File: src/design/fqet_pkg.sv
package fqet_pkg;
   localparam int unsigned data_w = 32;
   localparam int unsigned idx_w = 10;

   // Word index of each table byte; the byte address on the bus is four times the index
   localparam logic [9:0] idx_region1 = 10'h02d;
   localparam logic [9:0] idx_region2 = 10'h031;
   localparam logic [9:0] idx_region_rsvd = 10'h035;
   localparam logic [9:0] idx_region_end = 10'h038;
   localparam logic [9:0] idx_tag_char0 = 10'h10a;
   localparam logic [9:0] idx_tag_char1 = 10'h10b;
   localparam logic [9:0] idx_tag_char2 = 10'h10c;
   localparam logic [9:0] idx_major_version = 10'h10d;
   localparam logic [9:0] idx_minor_version = 10'h10e;
   localparam logic [9:0] idx_feature = 10'h10f;
   localparam logic [9:0] idx_feature_next = 10'h113;
   localparam logic [9:0] idx_query_ctrl = 10'h200;
   localparam logic [9:0] idx_query_status = 10'h201;

   localparam logic [7:0] tag_char0_val = 8'h50;
   localparam logic [7:0] tag_char1_val = 8'h52;
   localparam logic [7:0] tag_char2_val = 8'h49;
   localparam logic [7:0] major_version_val = 8'h31;
   localparam logic [7:0] minor_version_val = 8'h35;

   // Feature bit positions
   localparam int unsigned feat_chip_erase = 0;
   localparam int unsigned feat_erase_suspend = 1;
   localparam int unsigned feat_program_suspend = 2;
   localparam int unsigned feat_legacy_lock = 3;
   localparam int unsigned feat_queued_erase = 4;
   localparam int unsigned feat_instant_lock = 5;
   localparam int unsigned feat_otp = 6;
   localparam int unsigned feat_page_read = 7;
   localparam int unsigned feat_sync_read = 8;
   localparam int unsigned feat_rsvd_lo = 11;
   localparam int unsigned feat_rsvd_hi = 29;
   localparam int unsigned feat_links = 30;
   localparam int unsigned feat_more = 31;

   localparam int unsigned region_count_lsb = 0;
   localparam int unsigned region_size_lsb = 16;

   // Control register fields
   localparam int unsigned ctrl_query_en = 0;
   localparam logic ctrl_query_en_rst = 1'b1;
endpackage

File: src/design/fqet_query_table.sv
// The implementer's own choice: the APB slave port.
`timescale 1ns/10ps
// Summary of operation
// Table tag bytes 50, 52, 49 hex returned at query addresses 10A, 10B, 10C.
// Major version character 31 hex returned at query address 10D.
// Minor version character 35 hex returned at query address 10E.
// Four-byte feature field, low byte first, at 10F to 112; first bytes E6, 01.
// Feature bits 11 through 29 are reserved and read as zero.
// Feature bit 31 set means a further 31-bit feature field follows; host parses it.
// Feature bit 0 reads zero: whole-chip erase not offered.
// Feature bit 1 reads one: erase may be suspended.
// Feature bit 2 reads one: program may be suspended.
// Feature bit 3 reads zero: older lock scheme not offered.
// Feature bit 4 reads zero: queued erase not offered.
// Feature bit 5 reads one: instant individual block locking.
// Feature bit 6 reads one: one-time-programmable bits available.
// Feature bit 7 reads one: page-mode reads supported.
// Feature bit 8 reads one: synchronous reads supported.
// Erase region entry: bits 0-15 block count minus one, bits 16-31 size in 256-byte units.
// Each query byte sits on data bits 7:0 with the upper bits zero.
module fqet_query_table #(
   parameter logic [15:0] region1_count_m1 = 16'h01fe,
   parameter logic [15:0] region1_size = 16'h0200,
   parameter logic [15:0] region2_count_m1 = 16'h0003,
   parameter logic [15:0] region2_size = 16'h0080,
   parameter logic feature_links = 1'b0,
   parameter logic feature_more = 1'b0,
   parameter logic [30:0] feature_next = 31'h0000_0000
) (
   input wire logic pclk,
   input wire logic presetn,
   input wire logic psel,
   input wire logic penable,
   input wire logic pwrite,
   input wire logic [31:0] paddr,
   input wire logic [31:0] pwdata,
   input wire logic [3:0] pstrb,
   output logic [31:0] prdata,
   output logic pready,
   output logic pslverr
);
   initial begin
      if (feature_more == 1'b0 && feature_next != 31'h0000_0000) begin
         $error("feature_next is served only when feature_more is set");
      end
   end

   logic pready_q;
   logic pslverr_q;
   logic [31:0] prdata_q;
   logic query_en_q;
   logic [9:0] last_idx_q;

   wire [31:0] feature_field;
   wire [31:0] next_field;
   wire [31:0] region1_entry;
   wire [31:0] region2_entry;
   wire [9:0] idx;
   wire aligned;
   wire access;
   wire take;

   // Fixed table bits are built from named positions so each meaning stays visible
   assign feature_field[fqet_pkg::feat_chip_erase] = 1'b0;
   assign feature_field[fqet_pkg::feat_erase_suspend] = 1'b1;
   assign feature_field[fqet_pkg::feat_program_suspend] = 1'b1;
   assign feature_field[fqet_pkg::feat_legacy_lock] = 1'b0;
   assign feature_field[fqet_pkg::feat_queued_erase] = 1'b0;
   assign feature_field[fqet_pkg::feat_instant_lock] = 1'b1;
   assign feature_field[fqet_pkg::feat_otp] = 1'b1;
   assign feature_field[fqet_pkg::feat_page_read] = 1'b1;
   assign feature_field[fqet_pkg::feat_sync_read] = 1'b1;
   // Simultaneous operation and extended array block are not offered
   assign feature_field[fqet_pkg::feat_rsvd_lo - 1:fqet_pkg::feat_sync_read + 1] = 2'b00;
   assign feature_field[fqet_pkg::feat_rsvd_hi:fqet_pkg::feat_rsvd_lo] = 19'h0_0000;
   assign feature_field[fqet_pkg::feat_links] = feature_links;
   assign feature_field[fqet_pkg::feat_more] = feature_more;
   assign next_field = {1'b0, feature_next};

   assign region1_entry = {region1_size, region1_count_m1};
   assign region2_entry = {region2_size, region2_count_m1};

   assign idx = paddr[11:2];
   assign aligned = (paddr[1:0] == 2'b00) && (paddr[31:12] == 20'h0_0000);
   assign access = psel && penable && !pready_q;

   wire hit_ctrl = aligned && (idx == fqet_pkg::idx_query_ctrl);
   // A control write without its low byte strobe is ignored rather than refused
   assign take = access && pwrite && hit_ctrl && (pstrb[0] == 1'b1);
   wire hit_status = aligned && (idx == fqet_pkg::idx_query_status);
   wire hit_region = aligned && (idx >= fqet_pkg::idx_region1) && (idx <= fqet_pkg::idx_region_end);
   wire hit_ext = aligned && (idx >= fqet_pkg::idx_tag_char0) && (idx < fqet_pkg::idx_feature_next);
   // The extra field exists only while the continuation bit says so
   wire hit_next = aligned && feature_more && (idx >= fqet_pkg::idx_feature_next) &&
      (idx < fqet_pkg::idx_feature_next + 10'h004);
   wire hit_table = hit_region || hit_ext || hit_next;
   wire [1:0] feat_lane = 2'(idx - fqet_pkg::idx_feature);
   wire [1:0] next_lane = 2'(idx - fqet_pkg::idx_feature_next);
   wire [1:0] reg1_lane = 2'(idx - fqet_pkg::idx_region1);
   wire [1:0] reg2_lane = 2'(idx - fqet_pkg::idx_region2);

   logic [7:0] table_byte;
   always_comb begin
      if (idx == fqet_pkg::idx_tag_char0) begin
         table_byte = fqet_pkg::tag_char0_val;
      end else if (idx == fqet_pkg::idx_tag_char1) begin
         table_byte = fqet_pkg::tag_char1_val;
      end else if (idx == fqet_pkg::idx_tag_char2) begin
         table_byte = fqet_pkg::tag_char2_val;
      end else if (idx == fqet_pkg::idx_major_version) begin
         table_byte = fqet_pkg::major_version_val;
      end else if (idx == fqet_pkg::idx_minor_version) begin
         table_byte = fqet_pkg::minor_version_val;
      end else if (idx >= fqet_pkg::idx_feature && idx < fqet_pkg::idx_feature_next) begin
         table_byte = feature_field[{feat_lane, 3'b000} +: 8];
      end else if (hit_next) begin
         table_byte = next_field[{next_lane, 3'b000} +: 8];
      end else if (idx >= fqet_pkg::idx_region1 && idx < fqet_pkg::idx_region2) begin
         table_byte = region1_entry[{reg1_lane, 3'b000} +: 8];
      end else if (idx >= fqet_pkg::idx_region2 && idx < fqet_pkg::idx_region_rsvd) begin
         table_byte = region2_entry[{reg2_lane, 3'b000} +: 8];
      end else begin
         table_byte = 8'h00;
      end
   end

   // Table reads out of query mode return zero so stale array data is never mistaken for it
   wire [31:0] table_word = query_en_q ? {24'h00_0000, table_byte} : 32'h0000_0000;
   wire [31:0] ctrl_word = {31'h0000_0000, query_en_q};
   wire [31:0] status_word = {22'h00_0000, last_idx_q};
   wire [31:0] read_word = hit_table ? table_word :
      hit_ctrl ? ctrl_word :
      hit_status ? status_word : 32'h0000_0000;
   // Table and status are read-only; a write there or any unmapped access is an error
   wire bad = !(hit_ctrl || (!pwrite && (hit_table || hit_status)));

   always_ff @(posedge pclk or negedge presetn) begin
      if (!presetn) begin
         pready_q <= 1'b0;
      end else begin
         pready_q <= access;
      end
   end

   always_ff @(posedge pclk or negedge presetn) begin
      if (!presetn) begin
         prdata_q <= 32'h0000_0000;
         pslverr_q <= 1'b0;
      end else if (access) begin
         prdata_q <= pwrite ? 32'h0000_0000 : read_word;
         pslverr_q <= bad;
      end else begin
         prdata_q <= 32'h0000_0000;
         pslverr_q <= 1'b0;
      end
   end

   always_ff @(posedge pclk or negedge presetn) begin
      if (!presetn) begin
         query_en_q <= fqet_pkg::ctrl_query_en_rst;
      end else if (take) begin
         query_en_q <= pwdata[fqet_pkg::ctrl_query_en];
      end
   end

   always_ff @(posedge pclk or negedge presetn) begin
      if (!presetn) begin
         last_idx_q <= 10'h000;
      end else if (access && !pwrite && hit_table && query_en_q) begin
         last_idx_q <= idx;
      end
   end

   assign prdata = prdata_q;
   assign pready = pready_q;
   assign pslverr = pslverr_q;
endmodule

File: config.mk
export PLATFORM = sky130hd
export DESIGN_NAME = fqet_query_table
export DESIGN_NICKNAME = d
export VERILOG_FILES = /design/src/design/fqet_pkg.sv /design/src/design/fqet_query_table.sv
export SDC_FILE = /design/constraint.sdc
export NUM_CORES = 1
export LEC_CHECK = 0
export BUFFER_PORTS_ARGS = -buffer_cell sky130_fd_sc_hd__buf_2
export CAP_MARGIN = 20
export CELL_PAD_IN_SITES_DETAIL_PLACEMENT = 1
export CELL_PAD_IN_SITES_GLOBAL_PLACEMENT = 2
export CORE_MARGIN = 4
export CORE_UTILIZATION = 23
export CTS_BUF_LIST = sky130_fd_sc_hd__clkbuf_8
export CTS_CLUSTER_SIZE = 30
export DETAILED_ROUTE_END_ITERATION = 12
export PLACE_DENSITY = 0.8
export SETUP_SLACK_MARGIN = 0.15
export SYNTH_ARGS = -nofsm -noshare
export SYNTH_HDL_FRONTEND = slang
export SYNTH_SLANG_ARGS = --single-unit
File: constraint.sdc
create_clock -name pclk -period 2.1 [get_ports pclk]
set_input_delay 0.42 -clock pclk [delete_from_list [all_inputs] [get_ports pclk]]
set_output_delay 0.42 -clock pclk [all_outputs]
set_load 0.02 [all_outputs]
# Yosys cells after proc, flatten, opt, wreduce, memory -nomap -nowiden
# Index checks and enable logic that the tools add are counted.
# op_classes
add_sub_neg	3
multipliers	0
n_div	0
magnitude_cmp	8
n_eq_ne	7
n_shift	3
muxes	15
bitwise	0
reduce_logical	27
# ops
cell	count
$shiftx A32 B6 Y8 const A	3
$mux W8	9
$eq A10 B9 Y1 const B	5
$mux W10	5
$eq A10 B10 Y1 const B	2
$ge A10 B6 Y1 const B	2
$ge A10 B9 Y1 const B	2
$logic_not A20 Y1	1
$lt A10 B6 Y1 const B	2
$logic_and A1 B1 Y1	19
$le A10 B6 Y1 const B	1
$lt A10 B9 Y1 const B	1
$sub A2 B1 Y2 const B	2
$logic_not A1 Y1	3
$logic_or A1 B1 Y1	3
$logic_not A2 Y1	1
$sub A2 B2 Y2 const B	1
$mux W1	1
# totals
regBits	45
latch_bits	0
ram_bits	0
romBits	0
input_bits	73
n_memories	0

# Depth between registers and ports, before layout
# Gate-level depths: netlist of run 1.
# logic_depth
ltp_word	14
depth_mapped	7
mapped_depth_nobuf	5

# Least setup slack after synthesis of run 1
# Ideal clock, no wire load.
# synth_path
path_kind	input to register
from	input paddr[22]
to	register last_idx_q[1]
setup_ns	0.125
arrival_time_ns	1.994
path_slack_ns	-0.019
path_stages	5
path_cell_list	or4_4 -> nor4_4 -> o2111ai_4 -> buf_6 -> mux2_4
# synth_between
elab_chain_len	7
elab_cells_between_ends	9
classes_between	9 x reduce/logical
# synth_lines
element	line_no	source
start: declaration	fqet_query_table.sv:35	input wire logic [31:0] paddr,
$logic_not A20 Y1 (*)	fqet_query_table.sv:84	assign aligned = (paddr[1:0] == 2'b00) && (paddr[31:12] == 20'h0_0000);
$logic_and A1 B1 Y1 (*)	fqet_query_table.sv:84	
$logic_and A1 B1 Y1 (on tied branches) (2 in a row)	fqet_query_table.sv:91, fqet_query_table.sv:92	
$logic_or A1 B1 Y1 (*)	fqet_query_table.sv:96	wire hit_table = hit_region || hit_ext || hit_next;
$logic_and A1 B1 Y1 (*) (2 in a row)	fqet_query_table.sv:169	end else if (access && !pwrite && hit_table && query_en_q) begin
end signal: assignment	fqet_query_table.sv:170	last_idx_q <= idx;
end: declaration	fqet_query_table.sv:52	logic [9:0] last_idx_q;
# Every way passes the cells marked *; elsewhere a longest branch is shown, timed or not.
# A chain may end at the register's enable or synchronous reset.

# Worst setup path after layout of run 1
# Ends and elaborated chain as after synthesis.

==> impl_metrics.py, run 1 <==
metrics = {
    "sta": {
        "skew_ns": 0.007365,
        "final-max-slew-violation-count": 0,
        "setup_viol": 0,
        "fmax_mhz": 529.5,
        "hold_viol_final": 0,
        "whs_ns": 0.1131,
        "rsz0062_at_grt": "false",
        "worst_slew_pin_slew_ns": 0.5095,
        "slew_headroom": 0.6604,
        "setup_tns_ns": 0,
        "min_period_ns": 1.889,
        "fin_crit_sh": 0.8994,
    },
    "critical_path": {
        "critical_path.endpoint": "last_idx_q[1]",
        "cp_slowest_stage_delay_ns": 0.53,
        "cp_data_required_time_ns": 2.25,
        "crit_chain": "buf_2 -> or4_4 -> nor4_4 -> o2111ai_4 -> mux2_4",
        "start_kind": "input pin",
        "timing.rr.start": "pready",
        "arrival_ns": 2.04,
        "crit_start": "paddr[22]",
        "rr_endpoint": "last_idx_q[1]",
        "regToRegSetupSlack_ns": 0.50,
        "crit_fanout": 7,
        "slowest_stage": "or4_4",
        "worst-setup-path-type": "input pin to flip-flop",
        "cp-end-kind": "flip-flop",
        "reg2reg_depth": 3,
    },
    "run_status": {
        "status": "completed",
    },
    "finish": {
        "diodes": 0,
        "fin_cells": 310,
        "nNetsFinal": 307,
        "areaGrowthSynthToFinish_pct": 31.22,
        "fill_cells": 781,
        "layout-drive-gt1-share": 0.4421,
        "regArea_sq_um": 576.8,
        "multi_input_area_sq_um": 869.6,
    },
    "detailed_routing": {
        "drc": 0,
        "drt-vias-per-instance": 4.655,
        "num_vias": 1443,
        "first_pass_iters": 4,
        "detail-route-antenna-nets": 0,
        "wl_um": 4587,
        "drt_iter0_markers": 51,
        "wl_per_cell_um": 14.80,
    },
    "cts": {
        "numCtsBuffers": 3,
        "cts_sinks": 23,
        "cts_hold_buf": 0,
        "clk_pin_slew_ns": 0.08,
        "clockBufferDepth": 2,
        "htree_levels": 1,
        "cts-root-buf": "clkbuf_8",
        "cts_tree": "built",
        "insertion_delay_ns": 0.26,
    },
    "floorplan": {
        "die_h_um": 90.76,
        "die_area_sq_mm": 0.008237,
        "rows": 29,
        "fp.dieW_um": 90.76,
        "coreArea_sq_mm": 0.006495,
        "start_util": 0.2425,
        "pin_count": 107,
    },
    "yosys": {
        "synth.area.mux_share": 0.07307,
        "synth_fa_ha_area_frac": 0,
        "yosys.area_share.xor_xnor": 0.01112,
        "async_reset_ff_frac": 1.000,
        "synth-edff-count": 0,
        "yosys_warnings": 0,
        "synth_top_family_by_area": "simple AND/OR/NAND/NOR gates",
        "ys_ff_latch": 23,
        "yosys.area_share.simple": 0.2494,
        "syn_area_per_cell_sq_um": 9.845,
        "yosysUniqueCellTypes": 56,
        "synth_flop_cell": "dfrtp_1",
        "synth_area_sq_mm": 0.001575,
        "yosysSeqAreaShare": 0.3662,
        "netlist_instances": 160,
        "synth-compound-area-share": 0.1557,
    },
    "global_routing": {
        "grt_remaining_overflow": 0,
        "grt_pass1_vias": 1504,
        "antenna_found_initial": 0,
        "grt_max_degree": 24,
        "grt_usage": 0.1047,
        "grt_pass1_wl_um": 7279,
    },
    "job": {
        "maxCapViolCount": 0,
    },
    "power_and_ir_drop": {
        "power_leakage_nw": 1.021,
        "vdd_ir_drop_max_uv": 117.9,
        "p_per_area_mw_per_mm2": 437.6,
    },
    "placement": {
        "place_inst": 304,
        "portBuffers": 50,
        "hpwlAfterDp_um": 3629,
        "gp_congestion": 0.8051,
    },
    "worst_hold_path": {
        "hold_path_class": "input pin to asynchronous set/reset pin",
    },
}
-- cell usage in the layout, fill, tap and decap left out, types with 4 or more instances in the layout --
| cell type | Yosys | layout |
|---|---|---|
| mux2_2 | 4 | 4 |
| buf_4 | 22 | 29 |
| buf_2 | 2 | 50 |
| nor4_1 | 6 | 6 |
| nand4_1 | 5 | 5 |
| nand2_1 | 9 | 9 |
| dfrtp_1 | 22 | 22 |
| nor2_1 | 7 | 7 |
| o2bb2ai_1 | 4 | 4 |
| a21oi_1 | 4 | 4 |
| nand3_1 | 4 | 4 |
| conb_1 | 1 | 22 |
| inv_1 | 3 | 4 |
| mux2_4 | 4 | 4 |
-- power by group --
group / switching, mW / internal (mW) / total [mW]
combinational: 0.116 / 0.0732 / 0.189
clock: 0.139 / 0.130 / 0.270
sequential: 0.00102 / 0.445 / 0.446
-- critical path: cells and delay by family --
family                 cells  cell delay [ns]
multiplexers               1             0.37
AND/OR/NAND/NOR            2             0.86
AO/OA/AOI/OAI              1             0.29
buffers and inverters      1             0.10
-- timing repair --
| item | CTS | global route |
|---|---|---|
| resized for setup | 0 | 1 |
| buffers inserted | 0 | 1 |
| endpoints found under the setup margin | 0 | 16 |
-- sequential cells by signal, summed over array words and instances (netlist names) --
signal      cells
last_idx_q     10
pready          1
query_en_q      1
pslverr         1
prdata         10
-- synth_stat cells, types with 3 or more instances --
cell type,count,share of area
clkbuf_1,6,0.014
o2bb2ai_1,4,0.022
nand4_1,5,0.020
a21oi_1,4,0.013
o31ai_1,3,0.014
o22ai_1,3,0.012
and2_2,3,0.014
buf_4,22,0.10
nand3_1,4,0.013
nor4_1,6,0.024
nand2_1,9,0.021
nor2_1,7,0.017
inv_1,3,0.0071
dfrtp_1,22,0.35
mux2_4,4,0.038
mux2_2,4,0.029
-- through the flow --
step	worst slack (ns)	util	power (mW)	instance area (sq um)
final	0.2113	0.3182	0.9045	2067
after global routing	0.1462	0.3182	0.9537	2067
after CTS	0.1722	0.3146	0.9149	2043
after detailed placement	-0.1220	0.3076	0.6430	1998
after global placement	-0.1099	0.3076	0.6396	1998
after floorplan	-0.01900	-	0.5780	1654
-- kinds of logic (layout without fill, tap and decap cells) --
family | Yosys count | after routing
AND/OR/NAND/NOR | 60 | 60
other | 1 | 22
AO/OA/AOI/OAI | 30 | 31
flip-flops | 23 | 23
multiplexers | 9 | 9
XOR/XNOR | 2 | 2
buffers and inverters | 35 | 86
-- worst min-delay path by stage --
| stage | startpoint | end | slack [ns] | cells past startpoint |
|---|---|---|---|---|
| after global routing | presetn | prdata[8] | 0.17 | 1 |
| after detailed placement | presetn | prdata[8] | 0.43 | 1 |
| after CTS | presetn | prdata[8] | 0.14 | 1 |
| final | presetn | prdata[8] | 0.11 | 1 |
| after global placement | presetn | prdata[0] | 0.42 | 1 |
| after floorplan | presetn | last_idx_q[0] | 0.12 | 0 |
-- cell type report --
| cell class | count | area share |
|---|---|---|
| Clock buffer | 3 | 0.01998 |
| Tap cell | 77 | 0.04661 |
| Multi-Input combinational cell | 124 | 0.4207 |
| Inverter | 3 | 0.005448 |
| Sequential cell | 23 | 0.2791 |
| Timing Repair Buffer | 79 | 0.2264 |
| Clock inverter | 1 | 0.001816 |
-- metal layers --
metal / part of all wire / routed length (um) / vias to the layer above / GRT usage
met5: 0 / 0 / - / 0
met4: 0.0015 / 7 / 0 / 0.02296
met3: 0.052 / 240 / 2 / 0.01417
met2: 0.50 / 2282 / 43 / 0.1853
met1: 0.45 / 2056 / 696 / 0.1344
li1: - / - / 702 / -
No activity file was read; power rests on OpenSTA's default activity.
==> run 2, diff against run 1 <==
--- a/config.mk
+++ b/config.mk
@@ -15,6 +15,7 @@
 export CTS_CLUSTER_SIZE = 30
 export DETAILED_ROUTE_END_ITERATION = 12
 export PLACE_DENSITY = 0.8
+export RECOVER_POWER = 50
 export SETUP_SLACK_MARGIN = 0.15
 export SYNTH_ARGS = -nofsm -noshare
 export SYNTH_HDL_FRONTEND = slang
==> impl_metrics.py, run 2 (synthesized netlist as in run 1, its figures left out) <==
metrics = {
    "detailed_routing": {
        "drc": 0,
        "wl_per_cell_um": 14.81,
        "detail-route-antenna-nets": 0,
        "drt_iter0_markers": 51,
        "first_pass_iters": 4,
        "drt-vias-per-instance": 4.697,
        "num_vias": 1456,
        "wl_um": 4592,
    },
    "floorplan": {
        "die_h_um": 90.76,
        "coreArea_sq_mm": 0.006495,
        "fp.dieW_um": 90.76,
        "pin_count": 107,
        "die_area_sq_mm": 0.008237,
        "start_util": 0.2425,
        "rows": 29,
    },
    "critical_path": {
        "worst-setup-path-type": "input pin to flip-flop",
        "crit_chain": "buf_2 -> or4_4 -> nor4_4 -> o2111ai_4 -> mux2_4",
        "crit_fanout": 7,
        "reg2reg_depth": 3,
        "cp_slowest_stage_delay_ns": 0.53,
        "cp-end-kind": "flip-flop",
        "regToRegSetupSlack_ns": 0.50,
        "rr_endpoint": "last_idx_q[1]",
        "slowest_stage": "or4_4",
        "start_kind": "input pin",
        "timing.rr.start": "pready",
        "arrival_ns": 2.04,
        "cp_data_required_time_ns": 2.25,
    },
    "global_routing": {
        "grt_usage": 0.1047,
        "grt_pass1_vias": 1504,
        "antenna_found_initial": 0,
        "grt_pass1_wl_um": 7279,
        "grt_max_degree": 24,
        "grt_remaining_overflow": 0,
    },
    "sta": {
        "worst_slew_pin_slew_ns": 1.207,
        "hold_viol_final": 0,
        "fin_crit_sh": 0.8998,
        "setup_viol": 0,
        "slew_headroom": 0.1950,
        "final-max-slew-violation-count": 0,
        "whs_ns": 0.3794,
        "skew_ns": 0.007530,
        "min_period_ns": 1.890,
        "fmax_mhz": 529.2,
        "rsz0062_at_grt": "false",
    },
    "power_and_ir_drop": {
        "p_per_area_mw_per_mm2": 439.1,
        "switchingPower_uw": 256.4,
        "vdd_ir_drop_max_uv": 117.9,
        "p_clk_frac": 0.298,
        "pwr-share-seq": 0.493,
        "swShare": 0.2835,
        "intPower_uw": 647.9,
        "combPwrFrac": 0.209,
        "power_leakage_nw": 0.9966,
    },
    "cts": {
        "htree_levels": 1,
        "insertion_delay_ns": 0.26,
        "clockBufferDepth": 2,
        "numCtsBuffers": 3,
        "clk_pin_slew_ns": 0.08,
        "cts-root-buf": "clkbuf_8",
        "cts_tree": "built",
        "cts_sinks": 23,
    },
    "finish": {
        "final_cell_mix": "buf_2 (44), buf_4 (29), conb_1 (22), dfrtp_1 (22), nand2_1 (9)",
        "stdcell_area_sq_mm": 0.002059,
        "diodes": 0,
        "layout_commonest_cell": "buf_2",
        "final_util": 0.3171,
        "layout-drive-gt1-share": 0.4163,
        "nNetsFinal": 307,
        "areaGrowthSynthToFinish_pct": 30.74,
    },
    "placement": {
        "placed_area_sq_mm": 0.001998,
        "portBuffers": 50,
        "gp_congestion": 0.8051,
        "hpwlAfterDp_um": 3629,
    },
    "worst_hold_path": {
        "hold_path_class": "input pin to asynchronous set/reset pin",
    },
    "job": {
        "maxCapViolCount": 0,
    },
    "run_status": {
        "status": "completed",
    },
}
run 2: what timing repair did:
| item | in CTS | in global routing |
|---|---|---|
| endpoints found under the setup margin | 0 | 16 |
| gates resized for setup | 0 | 1 |
| hold buffers | 0 | 0 |
| endpoints found under the hold margin | 0 | 0 |
| setup buffers | 0 | 1 |
run 2: power by group through the flow:
stage	Sequential, mW	Clock (mW)	Combinational (mW)
3_5_place_dp	0.454	0	0.189
2_1_floorplan	0.457	0	0.121
5_1_grt	0.446	0.299	0.209
4_1_cts	0.446	0.280	0.189
3_3_place_gp	0.454	0	0.185
6_report	0.446	0.270	0.189
run 2: metal layers:
layer	global-route usage	part of all wire	vias up
met1	0.1344	0.46	705
met5	0	0	-
met3	0.01417	0.046	2
li1	-	-	703
met4	0.02296	0.0015	0
met2	0.1853	0.50	46
run 2: final cells by class:
type | count | area [sq um]
clock buffers | 3 | 41.29
clock inverters | 1 | 3.754
fillers | 784 | 4436
inverters | 3 | 11.26
multi-input cells | 124 | 869.6
flip-flops and latches | 23 | 576.8
well taps | 77 | 96.34
repair buffers | 79 | 460.4
run 2: worst max-delay path by stage:
stage | from | to | slack, ns
after floorplan | paddr[22] | last_idx_q[1] | -0.02
after global placement | paddr[22] | last_idx_q[1] | -0.11
after detailed placement | paddr[22] | prdata[3] | -0.12
after CTS | paddr[22] | prdata[3] | 0.17
after global routing | paddr[22] | last_idx_q[1] | 0.15
final | paddr[22] | last_idx_q[1] | 0.21
run 2: critical path, delay by kind of cell:
kind            cells  cell delay, ns
simple gates        2            0.86
mux                 1            0.37
compound gates      1            0.29
buf+inv             1            0.10
run 2: metrics by stage:
step                      power, mW   TNS, ns  cells  setup WS (ns)
final                        0.9043         0    310         0.2103
after global routing         0.9534         0    310         0.1462
after CTS                    0.9149         0    308         0.1722
after detailed placement     0.6430    -1.485    304        -0.1220
after global placement       0.6396    -1.526    304        -0.1099
after floorplan              0.5780  -0.07601    181       -0.01900
